==> config.mk <==
export PLATFORM = sky130hd
export DESIGN_NAME = tdp_data_port
export DESIGN_NICKNAME = d
export VERILOG_FILES = /design/src/common/tdp_pkg.sv /design/src/tdp_data_port.sv
export VERILOG_INCLUDE_DIRS = /design/src /design/src/common
export SDC_FILE = /design/constraint.sdc
export NUM_CORES = 1
export LEC_CHECK = 0
export BUFFER_PORTS_ARGS = -buffer_cell sky130_fd_sc_hd__buf_4
export CAP_MARGIN = 20
export CORE_UTILIZATION = 40
export CTS_CLUSTER_DIAMETER = 40
export DETAILED_ROUTE_END_ITERATION = 7
export PLACE_DENSITY_LB_ADDON = 0.3
export REMOVE_ABC_BUFFERS = 1
export SETUP_SLACK_MARGIN = 0.05
export SKIP_CTS_REPAIR_TIMING = 1
export SLEW_MARGIN = 20
export SYNTH_ARGS = -nofsm -noshare
export SYNTH_HDL_FRONTEND = slang
export SYNTH_SLANG_ARGS = --single-unit
export TNS_END_PERCENT = 50
==> constraint.sdc <==
create_clock -name clk_sys_in -period 14.9 [get_ports clk_sys_in]
set_clock_uncertainty 0.05 [all_clocks]
set_input_delay 0.745 -clock clk_sys_in [delete_from_list [all_inputs] [get_ports clk_sys_in]]
set_output_delay 0.745 -clock clk_sys_in [all_outputs]
set_load 0.1 [all_outputs]
==> src/common/tdp_cfg.svh <==
`ifndef TDP_CFG_SVH
`define TDP_CFG_SVH

`define TDP_OFF_CTRL     12'h000
`define TDP_OFF_STAT     12'h004
`define TDP_OFF_TXD      12'h008
`define TDP_OFF_RXD      12'h00C

`define TDP_CTRL_EN      0
`define TDP_CTRL_AUXEN   1
`define TDP_CTRL_ALT     2
`define TDP_CTRL_HDRX    3
`define TDP_CTRL_RST     4'h0
`define TDP_STAT_OVF     14

`define TDP_CLK_NS       10
`define TDP_PAR_HALF_NS  40
`define TDP_PAR_HALF_CYC (`TDP_PAR_HALF_NS / `TDP_CLK_NS)
`define TDP_ILV_HALF_CYC (`TDP_PAR_HALF_CYC / 2)
`define TDP_CAP_LAT      2'h2

`define TDP_FIFO_DEPTH   32
`define TDP_WORD_W       24
`define TDP_HALF_W       12
`define TDP_SPARE_BIT    12

`define TDP_OE_FULL      24'hFF_FFFF
`define TDP_OE_LOW       24'h00_0FFF
`define TDP_OE_LOW_SYNC  24'h00_1FFF

`endif

==> src/common/tdp_pkg.sv <==
package tdp_pkg;

  typedef enum logic [3:0]
  {
    TDP_MODE_NONE           = 4'h0,
    TDP_FULL_DUPLEX_MODE    = 4'h1,
    TDP_FULL_DUPLEX_ALT     = 4'h2,
    TDP_HALF_DUPLEX_WIDE    = 4'h4,
    TDP_HALF_DUPLEX_NARROW  = 4'h7,
    TDP_HALF_DUPLEX_NAR_ALT = 4'h8
  } tdp_mode_t;

  typedef enum logic [1:0]
  {
    TDP_CFG_WAIT = 2'h0,
    TDP_CFG_RUN  = 2'h1,
    TDP_CFG_BAD  = 2'h3
  } tdp_cfg_state_t;

endpackage : tdp_pkg

==> src/tdp_data_port.sv <==
// The placing of the registers and the APB register port were decided locally.
`timescale 1ns/10ps
`include "tdp_cfg.svh"

// Overview of operation
// - device makes the primary and auxiliary port clocks for the host.
// - transmit words are captured at the falling edge of the primary clock.
// - receive words are launched just after the primary clock rising edge.
// - alternate full duplex puts the receive sync marker on the auxiliary pin.
// - alternate narrow half duplex puts the sync marker on the spare upper pin.
// - duplex pin high gives full duplex, else width pin picks wide or narrow.
// - interpolation pins set interpolation and PLL together; 1x bypass only wide.
// - width pin is not read in full duplex; it drives the auxiliary clock.
// - interleaved modes need 2x or 4x interpolation.
// - interleaved transmit clock runs at twice the parallel rate.
// - full duplex always drives the auxiliary pin: a clock, or the sync marker in alternate.

module tdp_fifo #(
  parameter int WIDTH = `TDP_WORD_W,
  parameter int DEPTH = `TDP_FIFO_DEPTH
) (
  input  wire logic                     clk_sys_in,
  input  wire logic                     rst_in,
  input  wire logic                     in_valid_in,
  output logic                          in_ready_out,
  input  wire logic [WIDTH-1:0]         in_data_in,
  output logic                          out_valid_out,
  input  wire logic                     out_ready_in,
  output logic [WIDTH-1:0]              out_data_out,
  output logic [$clog2(DEPTH):0]        count_out
);
  localparam int AW = $clog2(DEPTH);

  logic [WIDTH-1:0] mem [DEPTH];
  logic [AW-1:0]    wr_ptr;
  logic [AW-1:0]    rd_ptr;
  logic [AW:0]      count;

  wire push = in_valid_in && in_ready_out;
  wire pop  = out_valid_out && out_ready_in;

  assign in_ready_out  = count != (AW+1)'(DEPTH);
  assign out_valid_out = count != '0;
  assign out_data_out  = mem[rd_ptr];
  assign count_out     = count;

  always_ff @(posedge clk_sys_in)
  begin
    if (push)
      mem[wr_ptr] <= in_data_in;
  end

  always_ff @(posedge clk_sys_in or posedge rst_in)
  begin
    if (rst_in)
    begin
      wr_ptr <= '0;
      rd_ptr <= '0;
      count  <= '0;
    end
    else
    begin
      wr_ptr <= push ? wr_ptr + AW'(1) : wr_ptr;
      rd_ptr <= pop ? rd_ptr + AW'(1) : rd_ptr;
      if (push && !pop)
        count <= count + (AW+1)'(1);
      else if (pop && !push)
        count <= count - (AW+1)'(1);
    end
  end
endmodule : tdp_fifo

module tdp_data_port (
  input  wire logic               clk_sys_in,
  input  wire logic               rst_in,
  input  wire logic               psel_in,
  input  wire logic               penable_in,
  input  wire logic               pwrite_in,
  input  wire logic [11:0]        paddr_in,
  input  wire logic [31:0]        pwdata_in,
  output logic [31:0]             prdata_out,
  output logic                    pready_out,
  output logic                    pslverr_out,
  input  wire logic               serial_port_select_in,
  input  wire logic               duplex_select_pin_in,
  input  wire logic               interpolation_select_high_in,
  input  wire logic               interpolation_select_low_in,
  input  wire logic               auxiliary_port_clock_in,
  output logic                    auxiliary_port_clock_out,
  output logic                    auxiliary_port_clock_oe_out,
  output logic                    primary_port_clock_out,
  input  wire logic [23:0]        bus_in,
  output logic [23:0]             bus_out,
  output logic [23:0]             bus_oe_out,
  output logic                    tx_ready_out,
  output tdp_pkg::tdp_mode_t      port_mode_out,
  output logic [1:0]              interp_rate_out,
  output logic [1:0]              pll_mult_out,
  output logic                    pll_bypass_out
);
  import tdp_pkg::*;

  logic [28:0] pin_meta;
  logic [28:0] pin_sync;
  wire  [28:0] pin_raw = {bus_in, serial_port_select_in, duplex_select_pin_in,
                          interpolation_select_high_in, interpolation_select_low_in,
                          auxiliary_port_clock_in};

  // pins are asynchronous to clk_sys_in
  always_ff @(posedge clk_sys_in or posedge rst_in)
  begin
    if (rst_in)
    begin
      pin_meta <= '0;
      pin_sync <= '0;
    end
    else
    begin
      pin_meta <= pin_raw;
      pin_sync <= pin_meta;
    end
  end

  wire [23:0] bus_s = pin_sync[28:5];
  wire        ser_s = pin_sync[4];
  wire        dup_s = pin_sync[3];
  wire [1:0]  sel_s = pin_sync[2:1];
  wire        wid_s = pin_sync[0];

  tdp_cfg_state_t cfg_state;
  tdp_cfg_state_t next_cfg_state;
  logic [1:0]     cfg_cnt;
  logic           cfg_full;
  logic           cfg_narrow;
  logic [1:0]     cfg_interp;

  wire dec_narrow = !dup_s && wid_s;
  wire interp_ok  = (sel_s == 2'h1) || (sel_s == 2'h2) ||
                    (sel_s == 2'h0 && !dup_s && !wid_s);
  wire cfg_take   = (cfg_state == TDP_CFG_WAIT) && (cfg_cnt == `TDP_CAP_LAT);
  // without a serial port the pins are the only source; refuse otherwise
  assign next_cfg_state = !cfg_take ? cfg_state :
                          (ser_s || !interp_ok) ? TDP_CFG_BAD : TDP_CFG_RUN;

  // sampled once after the synchroniser has filled
  always_ff @(posedge clk_sys_in or posedge rst_in)
  begin
    if (rst_in)
    begin
      cfg_state  <= TDP_CFG_WAIT;
      cfg_cnt    <= 2'h0;
      cfg_full   <= 1'b0;
      cfg_narrow <= 1'b0;
      cfg_interp <= 2'h0;
    end
    else
    begin
      cfg_state <= next_cfg_state;
      if (cfg_state == TDP_CFG_WAIT && !cfg_take)
        cfg_cnt <= cfg_cnt + 2'h1;
      if (cfg_take)
      begin
        cfg_full   <= dup_s;
        cfg_narrow <= dec_narrow;
        cfg_interp <= sel_s;
      end
    end
  end

  logic [3:0]  ctrl;
  logic [23:0] rx_word;
  logic        ovf;

  wire run       = cfg_state == TDP_CFG_RUN;
  wire port_on   = run && ctrl[`TDP_CTRL_EN];
  wire alt       = ctrl[`TDP_CTRL_ALT];
  wire ilv       = cfg_full || cfg_narrow;
  wire cap_en    = cfg_full || !ctrl[`TDP_CTRL_HDRX];
  wire launch_en = cfg_full || ctrl[`TDP_CTRL_HDRX];
  wire fd_alt    = cfg_full && alt;
  wire nar_alt   = cfg_narrow && alt;

  assign port_mode_out = !run ? TDP_MODE_NONE :
                         cfg_full ? (alt ? TDP_FULL_DUPLEX_ALT : TDP_FULL_DUPLEX_MODE) :
                         !cfg_narrow ? TDP_HALF_DUPLEX_WIDE :
                         alt ? TDP_HALF_DUPLEX_NAR_ALT : TDP_HALF_DUPLEX_NARROW;
  assign interp_rate_out = cfg_interp;
  assign pll_mult_out    = cfg_interp;
  assign pll_bypass_out  = run && cfg_interp == 2'h0;

  // primary clock divider; interleaved runs at half the half-period
  logic [2:0] div_cnt;
  logic [2:0] ref_cnt;
  logic       prim_clk;
  logic       ref_clk;
  logic [1:0] fall_d;

  wire [2:0] half_cyc = ilv ? 3'(`TDP_ILV_HALF_CYC) : 3'(`TDP_PAR_HALF_CYC);
  wire       tick     = port_on && div_cnt == half_cyc - 3'h1;
  wire       rise     = tick && !prim_clk;
  wire       fall     = tick && prim_clk;
  wire       ref_tick = run && ref_cnt == 3'(`TDP_PAR_HALF_CYC) - 3'h1;
  wire       cap_evt  = fall_d[1];

  always_ff @(posedge clk_sys_in or posedge rst_in)
  begin
    if (rst_in)
    begin
      div_cnt  <= 3'h0;
      ref_cnt  <= 3'h0;
      prim_clk <= 1'b0;
      ref_clk  <= 1'b0;
      fall_d   <= 2'h0;
    end
    else
    begin
      div_cnt  <= (!port_on || tick) ? 3'h0 : div_cnt + 3'h1;
      ref_cnt  <= (!run || ref_tick) ? 3'h0 : ref_cnt + 3'h1;
      prim_clk <= port_on && (prim_clk ^ tick);
      ref_clk  <= run && (ref_clk ^ ref_tick);
      // bus sample lags the pin by two flops; delay the edge to match
      fall_d   <= {fall_d[0], fall && cap_en};
    end
  end

  assign primary_port_clock_out = prim_clk;

  // transmit capture and pairing, low word first
  logic        tx_half;
  logic [11:0] tx_lo;
  logic        push_v;
  logic [23:0] push_d;
  logic        fifo_in_ready;
  logic        fifo_out_valid;
  logic [23:0] fifo_out_data;
  logic [5:0]  fifo_count;

  wire [11:0] tx_part = cfg_full ? bus_s[23:12] : bus_s[11:0];

  always_ff @(posedge clk_sys_in or posedge rst_in)
  begin
    if (rst_in)
    begin
      tx_half <= 1'b0;
      tx_lo   <= 12'h000;
      push_v  <= 1'b0;
      push_d  <= 24'h00_0000;
    end
    else
    begin
      push_v <= cap_evt && (!ilv || tx_half);
      if (!port_on)
        tx_half <= 1'b0;
      else if (cap_evt && ilv)
        tx_half <= !tx_half;
      if (cap_evt && ilv && !tx_half)
        tx_lo <= tx_part;
      if (cap_evt)
        push_d <= ilv ? {tx_part, tx_lo} : bus_s;
    end
  end

  // receive launch after the rising edge
  logic        rx_lsw;
  logic [23:0] rx_pair;
  logic [23:0] rx_bus;
  logic        receive_word_sync;

  wire [11:0] rx_part = rx_lsw ? rx_word[11:0] : rx_pair[23:12];

  always_ff @(posedge clk_sys_in or posedge rst_in)
  begin
    if (rst_in)
    begin
      rx_lsw            <= 1'b1;
      rx_pair           <= 24'h00_0000;
      rx_bus            <= 24'h00_0000;
      receive_word_sync <= 1'b0;
    end
    else if (!port_on)
    begin
      rx_lsw            <= 1'b1;
      receive_word_sync <= 1'b0;
    end
    else if (rise && launch_en)
    begin
      rx_lsw <= !ilv || !rx_lsw;
      if (rx_lsw)
        rx_pair <= rx_word;
      receive_word_sync <= ilv && rx_lsw && alt;
      if (!ilv)
        rx_bus <= rx_word;
      else
        rx_bus <= {11'h000, nar_alt && rx_lsw, rx_part};
    end
  end

  wire [23:0] oe_sel = !cfg_narrow && !cfg_full ? `TDP_OE_FULL :
                       nar_alt ? `TDP_OE_LOW_SYNC : `TDP_OE_LOW;
  assign bus_out    = rx_bus;
  assign bus_oe_out = (port_on && launch_en) ? oe_sel : 24'h00_0000;

  // aux pin: forced on in full duplex (sync marker if alternate), optional clock elsewhere
  assign auxiliary_port_clock_oe_out = run && (cfg_full || ctrl[`TDP_CTRL_AUXEN]);
  assign auxiliary_port_clock_out    = fd_alt ? receive_word_sync :
                                       (ref_clk ^ (cfg_full && ctrl[`TDP_CTRL_AUXEN]));

  // register bus, zero wait states
  wire acc    = psel_in && penable_in;
  wire hit_c  = paddr_in == `TDP_OFF_CTRL;
  wire hit_s  = paddr_in == `TDP_OFF_STAT;
  wire hit_t  = paddr_in == `TDP_OFF_TXD;
  wire hit_r  = paddr_in == `TDP_OFF_RXD;
  wire hit    = hit_c || hit_s || hit_t || hit_r;
  wire wr     = acc && pwrite_in;
  wire pop    = acc && !pwrite_in && hit_t;
  wire drop   = push_v && !fifo_in_ready;
  wire ovf_clr = wr && hit_s && pwdata_in[`TDP_STAT_OVF];

  wire [31:0] stat = {17'h0_0000, ovf, fifo_count, run, cfg_state == TDP_CFG_BAD,
                      cfg_interp, port_mode_out};
  wire [31:0] txd  = fifo_out_valid ? {8'h00, fifo_out_data} : 32'h0000_0000;

  assign pready_out  = 1'b1;
  assign pslverr_out = acc && !hit;
  assign prdata_out  = hit_c ? {28'h000_0000, ctrl} :
                       hit_s ? stat :
                       hit_t ? txd :
                       hit_r ? {8'h00, rx_word} : 32'h0000_0000;
  assign tx_ready_out = fifo_in_ready;

  always_ff @(posedge clk_sys_in or posedge rst_in)
  begin
    if (rst_in)
    begin
      ctrl    <= `TDP_CTRL_RST;
      rx_word <= 24'h00_0000;
      ovf     <= 1'b0;
    end
    else
    begin
      if (wr && hit_c)
        ctrl <= pwdata_in[3:0];
      if (wr && hit_r)
        rx_word <= pwdata_in[23:0];
      // a lost word in the clearing cycle still sets the flag
      ovf <= drop || (ovf && !ovf_clr);
    end
  end

  tdp_fifo #(
    .WIDTH (`TDP_WORD_W),
    .DEPTH (`TDP_FIFO_DEPTH)
  ) u_tx_fifo (
    .clk_sys_in    (clk_sys_in),
    .rst_in        (rst_in),
    .in_valid_in   (push_v),
    .in_ready_out  (fifo_in_ready),
    .in_data_in    (push_d),
    .out_valid_out (fifo_out_valid),
    .out_ready_in  (pop),
    .out_data_out  (fifo_out_data),
    .count_out     (fifo_count)
  );

  // checks
  logic [3:0] still_cnt;
  logic       prim_q;
  always_ff @(posedge clk_sys_in or posedge rst_in)
  begin
    if (rst_in)
    begin
      still_cnt <= 4'h0;
      prim_q    <= 1'b0;
    end
    else
    begin
      prim_q <= prim_clk;
      if (!port_on || prim_clk != prim_q)
        still_cnt <= 4'h0;
      else if (still_cnt != 4'hF)
        still_cnt <= still_cnt + 4'h1;
    end
  end
endmodule : tdp_data_port

==> summary.md, run 1 <==
| Metric | Value |
|---|---|
| Pleak | 13.4 nW |
| Mapped Area | 0.0376 mm^2 |
| Worst min path class | input port to flop |
| Port bufs | 155 |
| Final Total Pwr | 0.00583 W |
| Clock share of power | 0.492 |
| Comb pwr share | 0.012 |
| Vias | 20000 |
| Clk root buf | clkbuf_16 |
| Internal Pwr Total | 0.00464 W |
| Initial antenna violation count | 1 |
| Area taken by multi-input logic gates | 0.00898 mm^2 |
| Flop2flop setup slack | 10.71 ns |
| Commonest non-fill, non-tap cell in the layout | edfxtp_1 |
| FMAX | 0.170 GHz |
| Kind of critical path | flop to output pin |
| Die H | 308 um |
| Final Hold Viols | 0 |
| PnR worst setup slack | 9.02 ns |
| Detailed Route WL | 98100 um |
| Syn Area/Cell | 18.6 um^2 |
| CP startpoint | u_tx_fifo.rd_ptr[0] |
| Slew @ Worst Pin | 1.13 ns |
| Via/cell ratio | 5.59 |
| Top FF cell, synth | edfxtp_1 |
| FF+latch area | 0.0280 mm^2 |
| Area Overhead vs Synth | 18.0% |
| Post-synthesis register bit count | 965 |
| # setup viols final | 0 |
| 1st-iter DRT viols | 2119 |
| Inserted Clock Buffers | 119 |
| CP endpoint | prdata_out[3] |
| Die area | 0.0951 mm^2 |
| TritonCTS clock tree | built |
| # rows | 112 |
| Post-Place Cells | 3351 |
| Detailed Place HPWL | 57200 um |
| Synth warn | 0 |
| Status | finished clean |
| Crit path launch type | flop |
| Sw frac | 0.203 |
| Avg WL per Cell | 27.5 um |
| Part of the power in registers | 0.496 |
| Peak fanout along the critical path | 98 |
| Setup crit end kind | output pin |
| Peak VDD IR | 0.106 mV |
| Clock Sinks | 965 |
| Asr flop ratio synth | 0.204 |
| Required time worst endpoint | 14.11 ns |
| Cell Count, Final, Fillers Out | 3575 |
| Max_cap viols | 0 |
| Final worst-path cycle share | 0.394 |
| Chip Width | 308 um |
| Clock latency on the worst-skew pair | 0.68 ns |
| Slew headroom | 0.245 |
| R2r endpoint | u_tx_fifo.count_out[5] |
| Final nets | 2317 |
| Unrepaired setup endpoints after global routing | no |
| Ant diodes | 0 |
| Share of layout cells above drive strength 1 | 0.290 |
| Number of flops mapped to enable cells by yosys | 768 |
| Worst slack, placed | 9.67 ns |
| Initial DRT Pass Iterations | 5 |
| DRC viols | 0 |
| First-pass GRT wire length | 141000 um |
| I/O pins | 173 |
| Sequential share of the synthesized area | 0.745 |
| Clock Pin Slew Worst Setup and Hold Paths | 0.06 ns |
| Total track usage | 0.208 |
| Core ar. | 0.0932 mm^2 |
| Final antenna-violating net count | 0 |
| Hold_ws | 0.119 ns |
| Final worst path period need | 5.88 ns |
| Filler cells | 7767 |
| Syn Inst Count | 2023 |
| Largest net degree at the start of global routing | 125 |
| Htree depth | 3 |
| Power Dens Cells | 132 mW/mm^2 |
| Max-slew violation count | 0 |
| NetSw | 0.00118 W |
| Initial Util | 0.403 |
| CTS Buffer Depth | 3 |
| Count of different cell masters after synthesis | 55 |
| Vias in the first global route | 20300 |
| Reg2Reg Launch Point | u_tx_fifo.count_out[4] |
| Total congestion overflow | 0 |
| Worst reg2reg path depth | 12 |
| GP Congestion | 0.785 |
| Arr. time, crit path | 5.08 ns |
| Most frequent cells in the layout | 768 x edfxtp_1, 203 x buf_4, 186 x dfrtp_1 |
-- cells in the mapped netlist, types with 4 or more instances --
master | instances | area, um^2
edfxtp_1 | 768 | 23100
dfrtp_1 | 196 | 4900
mux4_2 | 162 | 3650
mux2i_1 | 126 | 1260
nand2_1 | 121 | 454
nor2_1 | 82 | 308
clkbuf_1 | 56 | 210
a21oi_1 | 51 | 255
mux2_2 | 50 | 563
buf_4 | 44 | 330
o21ai_0 | 41 | 205
a22oi_1 | 32 | 240
a211oi_1 | 26 | 195
buf_2 | 23 | 115
o22ai_1 | 23 | 144
a31oi_1 | 21 | 131
inv_1 | 19 | 71.3
nand3_1 | 19 | 95.1
ha_1 | 17 | 213
o221ai_1 | 14 | 123
o2bb2ai_1 | 12 | 105
xnor2_1 | 12 | 105
buf_1 | 11 | 41.3
nor2b_1 | 9 | 56.3
a32o_1 | 7 | 70.1
nand3b_1 | 7 | 52.6
nor3_1 | 6 | 30.0
a221o_1 | 5 | 50.1
a22o_1 | 5 | 43.8
buf_6 | 5 | 56.3
nand2b_1 | 5 | 31.3
nand4_1 | 5 | 31.3
and3_1 | 4 | 25.0
or2_2 | 4 | 25.0
-- cell type report --
class	count	area share
clock buffer	141	0.0717
clock inverter	80	0.0186
inverter	19	0.00178
multi-input combinational	907	0.203
sequential	965	0.632
tap	1254	0.0354
timing repair buffer	209	0.0376
-- metrics by stage --
stage                     area, um^2  utilization  TNS, ns
after floorplan                36800            -    -4.49
after global placement         40200        0.431        0
after detailed placement       40200        0.432        0
after CTS                      44200        0.475        0
after global routing           44300        0.475        0
final                          44300        0.475        0
-- worst max-delay path, cell delays in order (launching register included) --
cell and delay, ns:
dfrtp_4 0.84, buf_12 0.58, buf_4 0.83, mux4_2 0.38
mux2i_1 0.11, a22oi_1 0.21, nand2_1 0.11, o32ai_1 0.66
buf_4 0.42
-- state kept, by name, indices dropped and copies added, names as in the netlist, 12 cells and up --
signal and count:
u_tx_fifo.mem 768, bus_out 24, pin_sync 29, push_d 24
rx_word 24, tx_lo 12, rx_pair 12, pin_meta 29
-- how the worst min path moves through the flow --
stage                 from     endpoint  depth (start not counted)
6_report         bus_in[4]  pin_meta[9]                          1
3_3_place_gp     fall_d[0]    fall_d[1]                          0
3_5_place_dp   pin_meta[2]  pin_sync[2]                          0
4_1_cts          bus_in[4]  pin_meta[9]                          1
2_1_floorplan    fall_d[0]    fall_d[1]                          0
5_1_grt          bus_in[4]  pin_meta[9]                          1
-- layer usage --
layer	global-route usage	part of all wire
met1	0.293	0.42
met3	0.0335	0.071
met2	0.334	0.48
met4	0.0613	0.026
met5	0	0
-- power by group through the flow --
stage	Combinational, W	Clock, W	Sequential, W
floorplan	0.0000360	0	0.00295
global placement	0.0000693	0	0.00295
detailed placement	0.0000704	0	0.00295
CTS	0.0000706	0.00290	0.00289
global route	0.0000752	0.00301	0.00289
finish	0.0000703	0.00287	0.00289
-- cell families (layout without fill, tap and decap cells) --
kind of cell    Yosys count  after routing  share of synthesized area
other cells               2              9                   0.000200
simple gates            282            282                     0.0337
xor+xnor                 15             15                    0.00350
flops                   965            965                      0.745
buf+inv                 158            449                     0.0220
compound gates          245            245                     0.0434
fa+ha+maj                18             18                    0.00620
mux                     338            338                      0.146
Note: power is estimated with default switching activity, not from simulation.
==> run 2: changes to the inputs <==
==> constraint.sdc (replaced) <==
create_clock -name clk_sys_in -period 5.8 [get_ports clk_sys_in]
set_clock_uncertainty 0.05 [all_clocks]
set_input_delay 0.29 -clock clk_sys_in [delete_from_list [all_inputs] [get_ports clk_sys_in]]
set_output_delay 0.29 -clock clk_sys_in [all_outputs]
set_load 0.1 [all_outputs]
==> run 2 against run 1 <==
Against the previous run:
- sequential power increased to 2.6 times the previous value
- sequential share of layout area decreased by 1.4 points
- global-route usage increased by 0.13 points
- non-clock buffer count increased by 64
- combinational power increased to 3.0 times the previous value
- count of clock-buffer cells in the layout increased by 4
- cell area increased by 2.2%
- critical path type unchanged
==> summary.md, run 2 (same netlist as run 1, synthesis figures left out) <==
| Metric | Value |
|---|---|
| Port bufs | 155 (unchanged) |
| Kind of critical path | flop to output pin (unchanged) |
| Max FFs per register | 768 (unchanged) |
| Share of layout cells above drive strength 1 | 0.292 (was 0.290) |
| Chip Width | 308 um (unchanged) |
| Total congestion overflow | 0 (unchanged) |
| Crit path launch type | flop (unchanged) |
| Max-slew violation count | 0 (unchanged) |
| Largest net degree at the start of global routing | 137 (was 125) |
| Die area | 0.0951 mm^2 (unchanged) |
| Peak VDD IR | 0.321 mV (was 0.106 mV) |
| Htree depth | 3 (unchanged) |
| Worst path cell trace | buf_4 > mux4_2 > mux2_2 > o2bb2ai_1 > a211oi_1 > a221o_1 > buf_4 (was buf_12 > buf_4 > mux4_2 > mux2i_1 > a22oi_1 > nand2_1 > o32ai_1 > buf_4) |
| FMAX | 0.229 GHz |
| Unrepaired setup endpoints after global routing | no (unchanged) |
| Status | finished clean (unchanged) |
| Cell Count, Final, Fillers Out | 3641 (was 3575) |
| Detailed Place HPWL | 59000 um (was 57200 um) |
| Commonest non-fill, non-tap cell in the layout | edfxtp_1 (unchanged) |
| Power Dens Cells | 341 mW/mm^2 (was 132 mW/mm^2) |
| Detailed Route WL | 99700 um (was 98100 um) |
| DP Area | 0.0404 mm^2 (was 0.0402 mm^2) |
| Initial antenna violation count | 5 (was 1) |
| First-pass GRT wire length | 141000 um (about the same) |
| Top flop regs | u_tx_fifo.mem (768), pin_meta (29), pin_sync (29) (unchanged) |
| Max incr delay on CP | 0.91 ns (was 0.84 ns) |
| Slew headroom | 0.224 (was 0.245) |
| Via/cell ratio | 5.59 (about the same) |
| Clock Sinks | 965 (unchanged) |
| I/O pins | 173 (unchanged) |
| Comb pwr share | 0.014 (was 0.012) |
| Ant diodes | 0 (unchanged) |
| Area Overhead vs Synth | 20.6% (was 18.0%) |
| Filler cells | 7660 (was 7767) |
| Max_cap viols | 0 (unchanged) |
| Vias in the first global route | 20200 (was 20300) |
| Initial Util | 0.403 (unchanged) |
| Part of the power in registers | 0.481 (was 0.496) |
| Pleak | 13.9 nW (was 13.4 nW) |
| Final Total Pwr | 0.0154 W (was 0.00583 W) |
| Final worst path period need | 4.36 ns |
| Initial DRT Pass Iterations | 7 (was 5) |
| Peak fanout along the critical path | 33 (was 98) |
| # rows | 112 (unchanged) |
| Required time worst endpoint | 5.46 ns (was 14.11 ns) |
| Setup crit end kind | output pin (unchanged) |
| Internal Pwr Total | 0.0124 W (was 0.00464 W) |
| TritonCTS clock tree | built (unchanged) |
| Clock Pin Slew Worst Setup and Hold Paths | 0.05 ns (was 0.06 ns) |
| Die H | 308 um (unchanged) |
| Top reg by flops | u_tx_fifo.mem (unchanged) |
| 1st-iter DRT viols | 2233 (was 2119) |
| Final Hold Viols | 0 (unchanged) |
| Sw frac | 0.199 (was 0.203) |
| Final nets | 2380 (was 2317) |
| Crit-path slowest cell | dfrtp_4 (unchanged) |
| Inserted Clock Buffers | 118 (was 119) |
| Clock share of power | 0.505 (was 0.492) |
| CTS Buffer Depth | 3 (unchanged) |
| Arr. time, crit path | 4.02 ns (was 5.08 ns) |
| Vias | 20300 (was 20000) |
| CP most frequent cell | buf_4 (unchanged) |
| Most frequent cells in the layout | 768 x edfxtp_1, 207 x buf_4, 183 x dfrtp_1 (was 768 x edfxtp_1, 203 x buf_4, 186 x dfrtp_1) |
| Avg WL per Cell | 27.4 um (was 27.5 um) |
| NetSw | 0.00307 W (was 0.00118 W) |
| DRC viols | 0 (unchanged) |
| Post-Place Cells | 3360 (was 3351) |
| Post-layout util | 0.486 (was 0.475) |
| Final antenna-violating net count | 0 (unchanged) |
| Total track usage | 0.209 (was 0.208) |
| Clk root buf | clkbuf_16 (unchanged) |
| Worst min path class | input port to flop (unchanged) |
| Core ar. | 0.0932 mm^2 (unchanged) |
| # setup viols final | 0 (unchanged) |
| Final instance area | 0.0453 mm^2 (was 0.0443 mm^2) |
| GP Congestion | 0.818 (was 0.785) |
| Final worst-path cycle share | 0.752 |
| Clock latency on the worst-skew pair | 0.68 ns (about the same) |
| Slew @ Worst Pin | 1.16 ns (was 1.13 ns) |
[run 2: cell count changes in the layout (fill, tap and decap cells not counted), moves of 4 or more]
| cell | previous run | this run |
|---|---|---|
| dlygate4sd3_1 | 0 | 54 |
| clkinv_1 | 13 | 7 |
| bufinv_16 | 12 | 19 |
| buf_4 | 203 | 207 |
| inv_6 | 7 | 14 |
[run 2: routing by layer]
layer / up-vias / part of all wire / track usage
met5: - / 0.000090 / 0
met2: 867 / 0.48 / 0.332
li1: 8567 / - / -
met4: 2 / 0.031 / 0.0710
met3: 169 / 0.080 / 0.0462
met1: 10700 / 0.41 / 0.286
[run 2: path summary, 6_finish.rpt]
| path | start | end | slack, ns | cells past startpoint |
|---|---|---|---|---|
| max | u_tx_fifo.rd_ptr[0] | prdata_out[5] | 1.44 | 7 |
| min | pwrite_in | u_tx_fifo.rd_ptr[0] | 0.05 | 4 |
| max reg2reg | u_tx_fifo.count_out[0] | u_tx_fifo.mem[7][12] | 1.75 | 5 |
| min reg2reg | pin_meta[5] | pin_sync[5] | 0.29 | 0 |
| max in group asynchronous | rst_in | push_d[7] | 4.44 | 4 |
| min in group asynchronous | rst_in | bus_out[17] | 0.10 | 3 |
[run 2: final cells by class]
type                            count  area [um^2]  share of cell area
Clock buffer                      145         3270              0.0723
Clock inverter                     78          996              0.0220
Inverter                           19         78.8             0.00174
Multi-Input combinational cell    907         8980               0.198
Sequential cell                   965        28000               0.619
Tap cell                         1254         1570              0.0346
Timing Repair Buffer              273         2370              0.0524
[run 2: worst max-delay path, delay by kind of cell (launching register included)]
kind                   cells  cell delay [ns]
buffers and inverters      2             0.65
flip-flops                 1             0.91
AO/OA/AOI/OAI              3             0.89
multiplexers               2             0.82
[run 2: metrics by stage]
step / hold WS (ns) / setup slack (ns) / setup TNS (ns)
2_1_floorplan: 0.271 / -9.05 / -236.39
3_3_place_gp: 0.283 / 1.63 / 0
3_5_place_dp: 0.285 / 1.60 / 0
4_1_cts: -0.368 / 1.40 / 0
5_1_grt: 0.0496 / 1.27 / 0
6_report: 0.0485 / 1.44 / 0
[run 2: power by group through the flow]
stage                     registers (W)  logic (W)  clock network, W
final                           0.00743   0.000212           0.00780
after global routing            0.00743   0.000227           0.00818
after CTS                       0.00743   0.000180           0.00789
after detailed placement        0.00757   0.000180                 0
after global placement          0.00757   0.000178                 0
after floorplan                 0.00757  0.0000924                 0
==> run 3: changes to the inputs <==
--- a/config.mk
+++ b/config.mk
@@ -6,6 +6,7 @@
 export SDC_FILE = /design/constraint.sdc
 export NUM_CORES = 1
 export LEC_CHECK = 0
+export ABC_AREA = 1
 export BUFFER_PORTS_ARGS = -buffer_cell sky130_fd_sc_hd__buf_4
 export CAP_MARGIN = 20
 export CORE_UTILIZATION = 40
==> constraint.sdc (replaced) <==
create_clock -name clk_sys_in -period 3.8 [get_ports clk_sys_in]
set_clock_uncertainty 0.05 [all_clocks]
set_input_delay 0.19 -clock clk_sys_in [delete_from_list [all_inputs] [get_ports clk_sys_in]]
set_output_delay 0.19 -clock clk_sys_in [all_outputs]
set_load 0.1 [all_outputs]
==> run 3 against run 2 <==
Against the previous run:
- routed wire length grew 7.0%
- worst setup slack got worse by 1.4 ns
- critical path depth increased by 4
- cell area increased by 4.3%
- sequential power up 52%
- combinational power increased by 52%
- largest power group unchanged
- highest routed layer is now met4
==> summary.md, run 3 <==
| Metric | Value |
|---|---|
| Peak VDD IR | 0.446 mV (was 0.321 mV) |
| TritonCTS clock tree | built (unchanged) |
| Chip Width | 317 um (was 308 um) |
| Final worst path period need | 3.72 ns |
| Worst reg2reg path depth | 10 (was 5) |
| 1st-iter DRT viols | 2738 (was 2233) |
| Initial Util | 0.403 (about the same) |
| Kind of critical path | flop to output pin (unchanged) |
| Area taken by multi-input logic gates | 0.00985 mm^2 (was 0.00898 mm^2) |
| Setup crit end kind | output pin (unchanged) |
| # rows | 115 (was 112) |
| Initial DRT Pass Iterations | 8 (was 7) |
| Arr. time, crit path | 3.48 ns (was 4.02 ns) |
| FF+latch area | 0.0280 mm^2 (about the same) |
| Final nets | 3809 (was 2380) |
| Power Dens Cells | 502 mW/mm^2 (was 341 mW/mm^2) |
| Initial antenna violation count | 1 (was 5) |
| Final Hold Viols | 0 (unchanged) |
| Total track usage | 0.210 (was 0.209) |
| Count of different cell masters after synthesis | 48 (was 55) |
| Final worst-path cycle share | 0.979 |
| Hold_ws | 0.00911 ns (was 0.0485 ns) |
| Unrepaired setup endpoints after global routing | yes (was no) |
| Mapped Area | 0.0396 mm^2 (was 0.0376 mm^2) |
| Count leader, synth | edfxtp_1 (unchanged) |
| Setup TNS | 0 ns (unchanged) |
| CP startpoint | u_tx_fifo.rd_ptr[0] (unchanged) |
| Top flop regs | u_tx_fifo.mem (768), pin_meta (29), pin_sync (29) (unchanged) |
| Area Overhead vs Synth | 19.2% (was 20.6%) |
| DRC viols | 0 (unchanged) |
| R2r endpoint | u_tx_fifo.mem[1][21] (was u_tx_fifo.mem[7][12]) |
| Synth warn | 0 (unchanged) |
| Clock latency on the worst-skew pair | 0.71 ns (was 0.68 ns) |
| Final antenna-violating net count | 0 (unchanged) |
| Ant diodes | 0 (unchanged) |
| Reg2Reg Launch Point | u_tx_fifo.count_out[0] (unchanged) |
| Final Total Pwr | 0.0237 W (was 0.0154 W) |
| Clk root buf | clkbuf_16 (unchanged) |
| Die H | 317 um (was 308 um) |
| Sequential share of the synthesized area | 0.706 (was 0.745) |
| Detailed Route WL | 107000 um (was 99700 um) |
| Syn Inst Count | 3492 (was 2023) |
| Max_cap viols | 0 (unchanged) |
| I/O pins | 173 (unchanged) |
| Flop2flop setup slack | 0.80 ns (was 1.75 ns) |
| Pleak | 16.8 nW (was 13.9 nW) |
| Clock Pin Slew Worst Setup and Hold Paths | 0.06 ns (was 0.05 ns) |
| Via/cell ratio | 5.25 (was 5.59) |
| Post-synthesis register bit count | 965 (unchanged) |
| Core ar. | 0.0983 mm^2 (was 0.0932 mm^2) |
| Slew headroom | 0.250 (was 0.224) |
| Top reg by flops | u_tx_fifo.mem (unchanged) |
| Top FF cell, synth | edfxtp_1 (unchanged) |
| Die area | 0.100 mm^2 (was 0.0951 mm^2) |
| Most frequent cells in the layout | 768 x edfxtp_1, 752 x nand2_1, 459 x nor2_1 (was 768 x edfxtp_1, 207 x buf_4, 183 x dfrtp_1) |
| Worst hold stages | 4 (unchanged) |
| # setup viols final | 0 (unchanged) |
| Inserted Clock Buffers | 130 (was 118) |
| Htree depth | 4 (was 3) |
| Largest net degree at the start of global routing | 168 (was 137) |
| Worst min path class | input port to flop (unchanged) |
| DP Area | 0.0422 mm^2 (was 0.0404 mm^2) |
| Post-synth top area cell | edfxtp_1 (unchanged) |
| Syn Area/Cell | 11.3 um^2 (was 18.6 um^2) |
| Status | finished clean (unchanged) |
| Total congestion overflow | 0 (unchanged) |
| GP Congestion | 0.828 (was 0.818) |
| Commonest non-fill, non-tap cell in the layout | edfxtp_1 (unchanged) |
| Vias in the first global route | 25000 (was 20200) |
| Required time worst endpoint | 3.56 ns (was 5.46 ns) |
| Post-layout util | 0.481 (was 0.486) |
| Asr flop ratio synth | 0.204 (unchanged) |
| Synth top area cells | edfxtp_1 58%, dfrtp_1 12%, nand2_1 7.1% (was edfxtp_1 61%, dfrtp_1 13%, mux4_2 9.7%) |
| CP endpoint | prdata_out[19] (was prdata_out[5]) |
| Max FFs per register | 768 (unchanged) |
| Crit path launch type | flop (unchanged) |
| FMAX | 0.269 GHz |
| Avg WL per Cell | 20.9 um (was 27.4 um) |
| Final instance area | 0.0472 mm^2 (was 0.0453 mm^2) |
| Vias | 26800 (was 20300) |
| Synth top cells by count | 768 x edfxtp_1, 752 x nand2_1, 492 x nor2_1, 310 x nand3_1, 259 x o21ai_0 (was 768 x edfxtp_1, 196 x dfrtp_1, 162 x mux4_2, 126 x mux2i_1, 121 x nand2_1) |
| CTS Buffer Depth | 3 (unchanged) |
| Filler cells | 8573 (was 7660) |
| First-pass GRT wire length | 156000 um (was 141000 um) |
| Number of flops mapped to enable cells by yosys | 768 (unchanged) |
| Clock Sinks | 965 (unchanged) |
| Max-slew violation count | 0 (unchanged) |
| Top cell type's share of synthesized area | 0.582 (was 0.614) |
| Peak fanout along the critical path | 167 (was 33) |
| Port bufs | 155 (unchanged) |
| Share of layout cells above drive strength 1 | 0.142 (was 0.292) |
| Slew @ Worst Pin | 1.13 ns (was 1.16 ns) |
| Detailed Place HPWL | 60700 um (was 59000 um) |
## run 3: worst min path at each step
stage	start	endpoint	slack [ns]
after CTS	bus_in[14]	pin_meta[19]	-0.51
after global placement	duplex_select_pin_in	pin_meta[3]	0.25
after detailed placement	bus_in[13]	pin_meta[18]	0.25
after floorplan	auxiliary_port_clock_in	pin_meta[0]	0.17
final	psel_in	ctrl[3]	0.009
after global routing	bus_in[8]	pin_meta[13]	0.05
## run 3: cells by family (layout without fill, tap and decap cells)
logic type | Yosys count | in the layout | synth area share
AND/OR/NAND/NOR | 1582 | 1582 | 0.162
flip-flops | 965 | 965 | 0.706
AO/OA/AOI/OAI | 526 | 526 | 0.0712
buffers and inverters | 383 | 699 | 0.0507
adder cells (fa/ha/maj) | 18 | 18 | 0.00587
XOR/XNOR | 14 | 14 | 0.00309
other | 2 | 9 | 0.000189
multiplexers | 2 | 2 | 0.000568
## run 3: per-layer routing
| metal | up-vias | part of all wire | track usage |
|---|---|---|---|
| li1 | 12400 | - | - |
| met1 | 13200 | 0.42 | 0.287 |
| met2 | 1027 | 0.49 | 0.342 |
| met3 | 176 | 0.066 | 0.0355 |
| met4 | 0 | 0.026 | 0.0657 |
| met5 | - | 0 | 0 |
## run 3: layout make-up
| class | count | share of cell area |
|---|---|---|
| sequential | 965 | 0.593 |
| multi-input combinational | 2151 | 0.208 |
| inverter | 159 | 0.0134 |
| clock inverter | 75 | 0.0176 |
| clock buffer | 159 | 0.0745 |
| timing repair buffer | 306 | 0.0591 |
| tap | 1287 | 0.0341 |
## run 3: worst max-delay path, cell delays in order, from the launching register on
cell and delay [ns]:
dfrtp_4 0.61, buf_16 0.31, or2_2 0.43, nand3_1 0.07, o21ai_1 0.07, nand2_1 0.06, nand2_1 0.05, a21oi_1 0.27
nand2_1 0.17, nand3_1 0.25, nand2_1 0.08, buf_4 0.24
## run 3: report_power, final
part | total [W] | switching [W] | internal (W)
clock network | 0.0120 | 0.00458 | 0.00746
registers | 0.0113 | 0.0000192 | 0.0113
logic | 0.000323 | 0.000210 | 0.000113
## run 3: per-stage QoR
stage / std cells / worst slack, ns
floorplan: 3275 / -18.54
global placement: 4809 / 0.698
detailed placement: 4809 / 0.687
CTS: 5043 / -0.0737
global route: 5102 / -0.0102
finish: 5102 / 0.0788
